--- src/psl_pkg.sv ---
/*
 * Shared constants for the peripheral-side serial link slave.
 * Assumes a 100 MHz system clock sampling a slower master link clock.
 */
package psl_pkg;
   localparam int          BYTE_BITS    = 8;
   localparam int          MAX_PAYLOAD  = 15;
   localparam logic [3:0]  MAX_PAY_CNT  = 4'hF;
   localparam logic [2:0]  BIT_LAST     = 3'h7;
   localparam logic [7:0]  STATUS_RST   = 8'h00;
   localparam logic [7:0]  IDLE_BYTE    = 8'hFF;
   localparam logic [7:0]  CARD_ADDR_RST = 8'h00;

   typedef enum logic [2:0] {
      PSL_IDLE = 3'b001,
      PSL_CMD  = 3'b010,
      PSL_DATA = 3'b100
   } psl_state_e;
endpackage

--- src/psl_slave.sv ---
/*
 * Link-level slave of a peripheral card: select, clock and data from the
 * master are sampled on clk_sys; bytes go to the user through a two-entry
 * buffer, return bytes are loaded from the user side.
 * Assumes the master link clock is far slower than clk_sys (>= 8x).
 */
// Notes on behaviour
// RULE1 - only the master drives the link clock; this block only samples it.
// RULE2 - commands arrive on the master-out line, replies leave on master-in.
// RULE3 - seeing select asserted makes this card selected and act on commands; bytes reach the user only if the first byte matches cardAddr.
// RULE4 - the master asserts select first, then clocks out the command.
// RULE5 - the first byte of each command carries the card address to decode.
// RULE6 - selection is immediate on select, with no wait for a command byte.
// RULE7 - reply bits shift out in the same clocks as command bits shift in.
// RULE8 - the link holds exactly while select is asserted; release ends it.
// RULE9 - a transfer is one register-number byte and 0 to 15 payload bytes.
// RULE10 - a zero-length transfer carries only the register-number byte.
// RULE11 - each transfer returns the status byte of the previous command.
// RULE12 - eight bits a byte, msb first, bit count cleared on deselect.
// RULE13 - link inputs are synchronised; the return line idles deselected.
`timescale 1ns/1ns
module psl_slave
   import psl_pkg::*;
(
   input  wire logic       clk_sys,
   input  wire logic       rst_b,
   input  wire logic       linkClk,
   input  wire logic       selectIn_b,
   input  wire logic       dataFromMaster,
   output logic            dataToMaster,
   output logic            dataToMasterOe_b,
   input  wire logic [7:0] cardAddr,
   output logic            selected,
   output logic [7:0]      rxByte,
   output logic            rxFirst,
   output logic            rxValid,
   input  wire logic       rxReady,
   input  wire logic [7:0] txByte,
   input  wire logic [7:0] statusIn,
   input  wire logic       statusLoad,
   output logic            overrun
);
   typedef struct packed {
      logic [2:0] clkSync;
      logic [1:0] selSync;
      logic [1:0] datSync;
      psl_state_e state;
      logic       addrHit;
      logic       regDone;
      logic [2:0] bitCnt;
      logic [3:0] payCnt;
      logic [7:0] shIn;
      logic [7:0] shOut;
      logic [7:0] status;
      logic [7:0] buf0;
      logic       buf0First;
      logic [7:0] buf1;
      logic       buf1First;
      logic [1:0] fill;
      logic       vld;
      logic       doOut;
      logic       doOe_b;
      logic       sel;
      logic       ovr;
   } psl_state_s;

   psl_state_s s_reg;
   psl_state_s s_next;

   localparam psl_state_s S_RST = '{
      clkSync   : 3'h0,
      selSync   : 2'h3, // idle level of the select pin, no false select
      datSync   : 2'h3,
      state     : PSL_IDLE,
      addrHit   : 1'h0,
      regDone   : 1'h0,
      bitCnt    : 3'h0,
      payCnt    : 4'h0,
      shIn      : 8'h00,
      shOut     : IDLE_BYTE,
      status    : STATUS_RST,
      buf0      : 8'h00,
      buf0First : 1'h0,
      buf1      : 8'h00,
      buf1First : 1'h0,
      fill      : 2'h0,
      vld       : 1'h0,
      doOut     : IDLE_BYTE[7],
      doOe_b    : 1'h1,
      sel       : 1'h0,
      ovr       : 1'h0
   };

   logic       riseEdge;
   logic       fallEdge;
   logic       selNow;
   logic [7:0] byteDone;
   logic       pushVal;
   logic       pushFirst;
   logic       pop;

   always_comb begin
      s_next = s_reg;
      // [RULE13] two stages before any logic reads link inputs
      s_next.clkSync = {s_reg.clkSync[1:0], linkClk};
      s_next.selSync = {s_reg.selSync[0], selectIn_b};
      s_next.datSync = {s_reg.datSync[0], dataFromMaster};
      // [RULE1] link clock only sampled, edges found on clk_sys
      riseEdge  = s_reg.clkSync[1] & ~s_reg.clkSync[2];
      fallEdge  = ~s_reg.clkSync[1] & s_reg.clkSync[2];
      selNow    = ~s_reg.selSync[1];
      byteDone  = {s_reg.shIn[6:0], s_reg.datSync[1]};
      pushVal   = 1'b0;
      pushFirst = 1'b0;
      pop       = rxValid & rxReady;
      s_next.sel = selNow; // [RULE6] [RULE3]

      if (statusLoad) begin
         s_next.status = statusIn;
      end

      case (s_reg.state)
         PSL_IDLE: begin
            s_next.doOe_b = 1'b1; // [RULE13]
            s_next.doOut  = IDLE_BYTE[7];
            s_next.bitCnt = 3'h0;
            if (selNow) begin // [RULE4] [RULE6]
               s_next.state  = PSL_CMD;
               // [RULE11] previous command's status goes out first
               s_next.shOut  = s_reg.status;
               s_next.doOut  = s_reg.status[7];
               s_next.doOe_b = 1'b0;
               s_next.payCnt = 4'h0;
               s_next.addrHit = 1'b0;
               s_next.regDone = 1'b0;
            end
         end
         PSL_CMD, PSL_DATA: begin
            if (riseEdge) begin // [RULE7] sample on rising
               s_next.shIn   = byteDone; // [RULE12] msb first
               s_next.bitCnt = s_reg.bitCnt + 3'h1;
               if (s_reg.bitCnt == BIT_LAST) begin
                  if (s_reg.state == PSL_CMD) begin
                     // [RULE5] first byte is the card address
                     s_next.addrHit = (byteDone == cardAddr);
                     s_next.state   = PSL_DATA;
                  end else if (s_reg.addrHit) begin
                     // [RULE9] [RULE10] register byte then <=15 payload
                     if (!s_reg.regDone) begin
                        pushVal        = 1'b1;
                        pushFirst      = 1'b1;
                        s_next.regDone = 1'b1;
                     end else if (s_reg.payCnt != MAX_PAY_CNT) begin
                        // payCnt counts payload only, so 15 fit
                        pushVal       = 1'b1;
                        s_next.payCnt = s_reg.payCnt + 4'h1;
                     end
                  end
               end
            end
            if (fallEdge) begin // [RULE7] [RULE2] drive on falling
               if (s_reg.bitCnt == 3'h0) begin
                  s_next.shOut = txByte;
                  s_next.doOut = txByte[7];
               end else begin
                  s_next.shOut = {s_reg.shOut[6:0], 1'b0};
                  s_next.doOut = s_reg.shOut[6];
               end
            end
            if (!selNow) begin // [RULE8] [RULE12] end of transaction
               s_next.state  = PSL_IDLE;
               s_next.bitCnt = 3'h0;
               s_next.doOe_b = 1'b1;
            end
         end
         default: begin
            s_next.state = PSL_IDLE;
         end
      endcase

      // cleared first, so a drop in the same cycle still sets the flag
      if (selNow && !s_reg.sel) begin
         s_next.ovr = 1'b0;
      end
      // two-entry buffer: stall by receiver loses nothing until both full
      if (pop) begin
         s_next.buf0      = s_reg.buf1;
         s_next.buf0First = s_reg.buf1First;
      end
      if (pushVal && (s_reg.fill == 2'h2) && !pop) begin
         s_next.ovr = 1'b1; // link cannot be stalled, so flag the drop
      end else if (pushVal) begin
         if ((s_reg.fill == 2'h0) || ((s_reg.fill == 2'h1) && pop)) begin
            s_next.buf0      = byteDone;
            s_next.buf0First = pushFirst;
         end else begin
            s_next.buf1      = byteDone;
            s_next.buf1First = pushFirst;
         end
      end
      if (pushVal && !pop && (s_reg.fill != 2'h2)) begin
         s_next.fill = s_reg.fill + 2'h1;
      end else if (pop && !pushVal) begin
         s_next.fill = s_reg.fill - 2'h1;
      end
      // rxValid leaves a flop of its own, not a compare on fill
      s_next.vld = (s_next.fill != 2'h0);
   end

   always_ff @(posedge clk_sys) begin
      if (!rst_b) begin
         s_reg <= S_RST;
      end else begin
         s_reg <= s_next;
      end
   end

   assign dataToMaster     = s_reg.doOut;
   assign dataToMasterOe_b = s_reg.doOe_b;
   assign selected         = s_reg.sel;
   assign rxByte           = s_reg.buf0;
   assign rxFirst          = s_reg.buf0First;
   assign rxValid          = s_reg.vld;
   assign overrun          = s_reg.ovr;
endmodule

--- config.mk ---
export PLATFORM = sky130hd
export DESIGN_NAME = psl_slave
export DESIGN_NICKNAME = d
export VERILOG_FILES = /design/src/psl_pkg.sv /design/src/psl_slave.sv
export SDC_FILE = /design/constraint.sdc
export NUM_CORES = 1
export LEC_CHECK = 0
export BUFFER_PORTS_ARGS = -buffer_cell sky130_fd_sc_hd__clkbuf_2
export CAP_MARGIN = 20
export CORE_ASPECT_RATIO = 1.4
export CORE_MARGIN = 1.5
export CORE_UTILIZATION = 40
export CTS_BUF_LIST = sky130_fd_sc_hd__clkbuf_8 sky130_fd_sc_hd__clkbuf_16
export CTS_CLUSTER_DIAMETER = 40
export DETAILED_ROUTE_END_ITERATION = 7
export HOLD_SLACK_MARGIN = 0.12
export PLACE_DENSITY = 0.71
export REMOVE_ABC_BUFFERS = 1
export SETUP_SLACK_MARGIN = 0.3
export SYNTH_ARGS = -nofsm -noshare
export SYNTH_HDL_FRONTEND = slang
export SYNTH_SLANG_ARGS = --single-unit
--- constraint.sdc ---
create_clock -name clk_sys -period 3 [get_ports clk_sys]
set_input_delay 0.6 -clock clk_sys [delete_from_list [all_inputs] [get_ports clk_sys]]
set_output_delay 0.6 -clock clk_sys [all_outputs]
set_load 0.01 [all_outputs]
==> flow_summary.toml <==
[worst_setup_path]
worstSetupStartpoint = "s_reg[59]$_SDFFE_PN0P_"
r2r_cells = 4
worstSetupPathType = "reg2reg"
cp-start-kind = "flop"
cp-end-kind = "flop"
reg2reg_from = "s_reg[59]$_SDFFE_PN0P_"
rrSetupSlack_ps = 880
worst_ep_required_time_ps = 3230
cp_max_fo = 16
cp.arrival_ps = 2340
r2r-end = "s_reg[33]$_SDFFE_PN1P_"

[place]
dp_cells = 476
dp_hpwl_mm = 4.398
io_buffer_count = 44
place.gp.congestion = 0.7813

[timing]
finalSetupTns_ps = 0
hold_ws_ps = 410.4
fin_crit_ps = 2116
rsz0062_at_grt = "no"
slew_viol_final = 0
tightest_slew_ps = 836.7
hold_viol = 0
slew_headroom_pct = 44.10
fmax_ghz = 0.4726
finClkSkew_ps = 5.477
period_share_pct = 70.53
setup_viol = 0

[outcome]
status = "finished, final reports clean"

[final_layout]
final_cells = 490
area_growth_pct = 10.66
drive_above_1_share_pct = 20.26
n_antenna_cell = 0
fin_nets = 425
largest_reg_flops = 40

[clocking]
cts_resized = 0
clk_pin_slew_worst_paths_ps = 70
clockRootBuffer = "clkbuf_8"
post_cts_buffers = 0
cts.path.max_buffers = 2
cts_made_buffers = 9
numClockSinks = 66
cts_tree = "yes"
htree_levels = 3
clock_latency_ps = 340
postCtsHoldBufs = 0

[grt]
grt_max_degree = 33
antenna_found_initial = 0
overflow = 0
grt_pass1_wl_mm = 10.76
met1_usage_pct = 18.47
grt_util_met3_pct = 3.431
use_met2_pct = 27.89
grt_pass1_vias = 2416
busiest_layer = "met2"
track_usage_pct = 16.10

[worst_hold_path]
hp-start = "s_next[64]$_SDFF_PN1_"
hold_end = "s_reg[64]$_SDFF_PN1_"
hold_class = "reg2reg"
holdPathStages = 1

[synth]
yosysWarningCount = 0
yosysUniqueCellTypes = 53
ys_seq_area_share_pct = 41.38
synth_flop_cell = "dfxtp_1"
synth-seq-cells = 66
syn_area_um2 = 3193
synth_edf_count = 0
syn_area_per_cell_um2 = 8.944
synthArstFlopShare_pct = 0
syn_inst = 357

[die]
io_pins = 45
start_util_pct = 41.20
std_cell_rows = 38
die-area_um2 = 8535
coreArea_um2 = 7750
die_h_um = 108.7
die_w_um = 78.51

[drt]
routedWlPerCell_um = 12.42
drt-initial-drc-count = 102
detail_route.vias_per_cell = 5.071
wirelength_mm = 6.085
vias = 2485
drcViolationCount = 0
dr.pass1.iters = 4
antenna_left = 0

[pwr]
power_leakage_nw = 1.474
power_density_nw_per_um2 = 510.1
power_mw = 1.802
peakVddDrop_v = 0.0002662

[job]
maxCapViolations = 0
-- where the power goes --
part           switching (mW)  internal [mW]  leakage (nW)
registers              0.0263          0.909         0.537
clock network           0.311          0.307        0.0875
logic                   0.148          0.101         0.850
-- area by class of cell --
cell class / instances / area, um^2
well taps: 100 / 125.1
inverters: 12 / 45.04
clock buffers: 10 / 137.6
fillers: 761 / 4217
flip-flops and latches: 66 / 1321
repair buffers: 47 / 255.2
clock inverters: 4 / 20.02
multi-input cells: 251 / 1629
-- metrics by stage --
stage	worst slack, ps	util (%)	instance area (um^2)
2_1_floorplan	1113	-	2995
3_3_place_gp	961.7	43.56	3376
3_5_place_dp	890.5	43.56	3376
4_1_cts	887.0	45.59	3533
5_1_grt	741.3	45.59	3533
6_report	884.2	45.59	3533
-- kinds of logic after synthesis --
logic type	count (synthesis)	synth area share, %
AND/OR/NAND/NOR	140	20.77
AO/OA/AOI/OAI	66	15.71
flip-flops	66	41.38
buffers and inverters	40	7.602
multiplexers	28	8.817
XOR/XNOR	10	2.978
adder cells (fa/ha/maj)	7	2.743
-- how the worst max path moves through the flow --
stage                        endpoint  slack, ps  cells after the start
3_3_place_gp       rxFirst$_SDFF_PN0_        960                      6
3_5_place_dp       rxFirst$_SDFF_PN0_        890                      6
6_report       s_reg[33]$_SDFFE_PN1P_        880                      4
4_1_cts        s_reg[33]$_SDFFE_PN1P_        890                      4
2_1_floorplan  s_reg[11]$_SDFFE_PN0P_       1110                      7
5_1_grt        s_reg[33]$_SDFFE_PN1P_        740                      4
-- placed cells by master (no fill, tap or decap), types with 2 or more instances in the layout --
| master | count |
|---|---|
| dfxtp_1 | 66 |
| ha_1 | 7 |
| o21ai_0 | 7 |
| inv_1 | 11 |
| nor4_1 | 2 |
| a31o_2 | 2 |
| nor3b_1 | 3 |
| nand2_1 | 54 |
| nor3_1 | 4 |
| nor2_1 | 35 |
| a31oi_1 | 3 |
| nand4_1 | 4 |
| o211ai_1 | 7 |
| nand3_1 | 6 |
| mux2i_1 | 27 |
| clkbuf_2 | 44 |
| and3_1 | 2 |
| buf_4 | 2 |
| a311oi_2 | 9 |
| and2_1 | 6 |
| clkinv_2 | 4 |
| nand2b_1 | 5 |
| a21oi_1 | 24 |
| xor2_1 | 8 |
| a22oi_1 | 2 |
| clkbuf_8 | 10 |
| nor2b_1 | 10 |
-- worst max-delay path, stage by stage (launching register included) --
cell	delay (ps)
dfxtp_1	530
xor2_2	210
nand2_1	330
o32a_1	580
a211o_1	350
-- cells in the mapped netlist (6+ instances only) --
| library cell | number | area share [%] |
|---|---|---|
| nor2_1 | 35 | 4.1 |
| dfxtp_1 | 66 | 41 |
| buf_4 | 10 | 2.4 |
| and2_1 | 6 | 1.2 |
| nor2b_1 | 10 | 2.0 |
| ha_1 | 7 | 2.7 |
| nand2_1 | 54 | 6.3 |
| inv_1 | 11 | 1.3 |
| mux2i_1 | 27 | 8.5 |
| nand3_1 | 6 | 0.94 |
| o21ai_0 | 7 | 1.1 |
| o211ai_1 | 7 | 1.6 |
| xor2_1 | 8 | 2.2 |
| a311oi_2 | 9 | 4.2 |
| clkbuf_1 | 11 | 1.3 |
| a21oi_1 | 24 | 3.8 |
-- routing by layer --
metal  up-vias  part of all wire [%]
met5         -                     0
met4         0                   2.4
met3        13                   4.8
met2        64                    49
met1      1134                    44
li1       1274                     -
No activity file was read; power rests on OpenSTA's default activity.
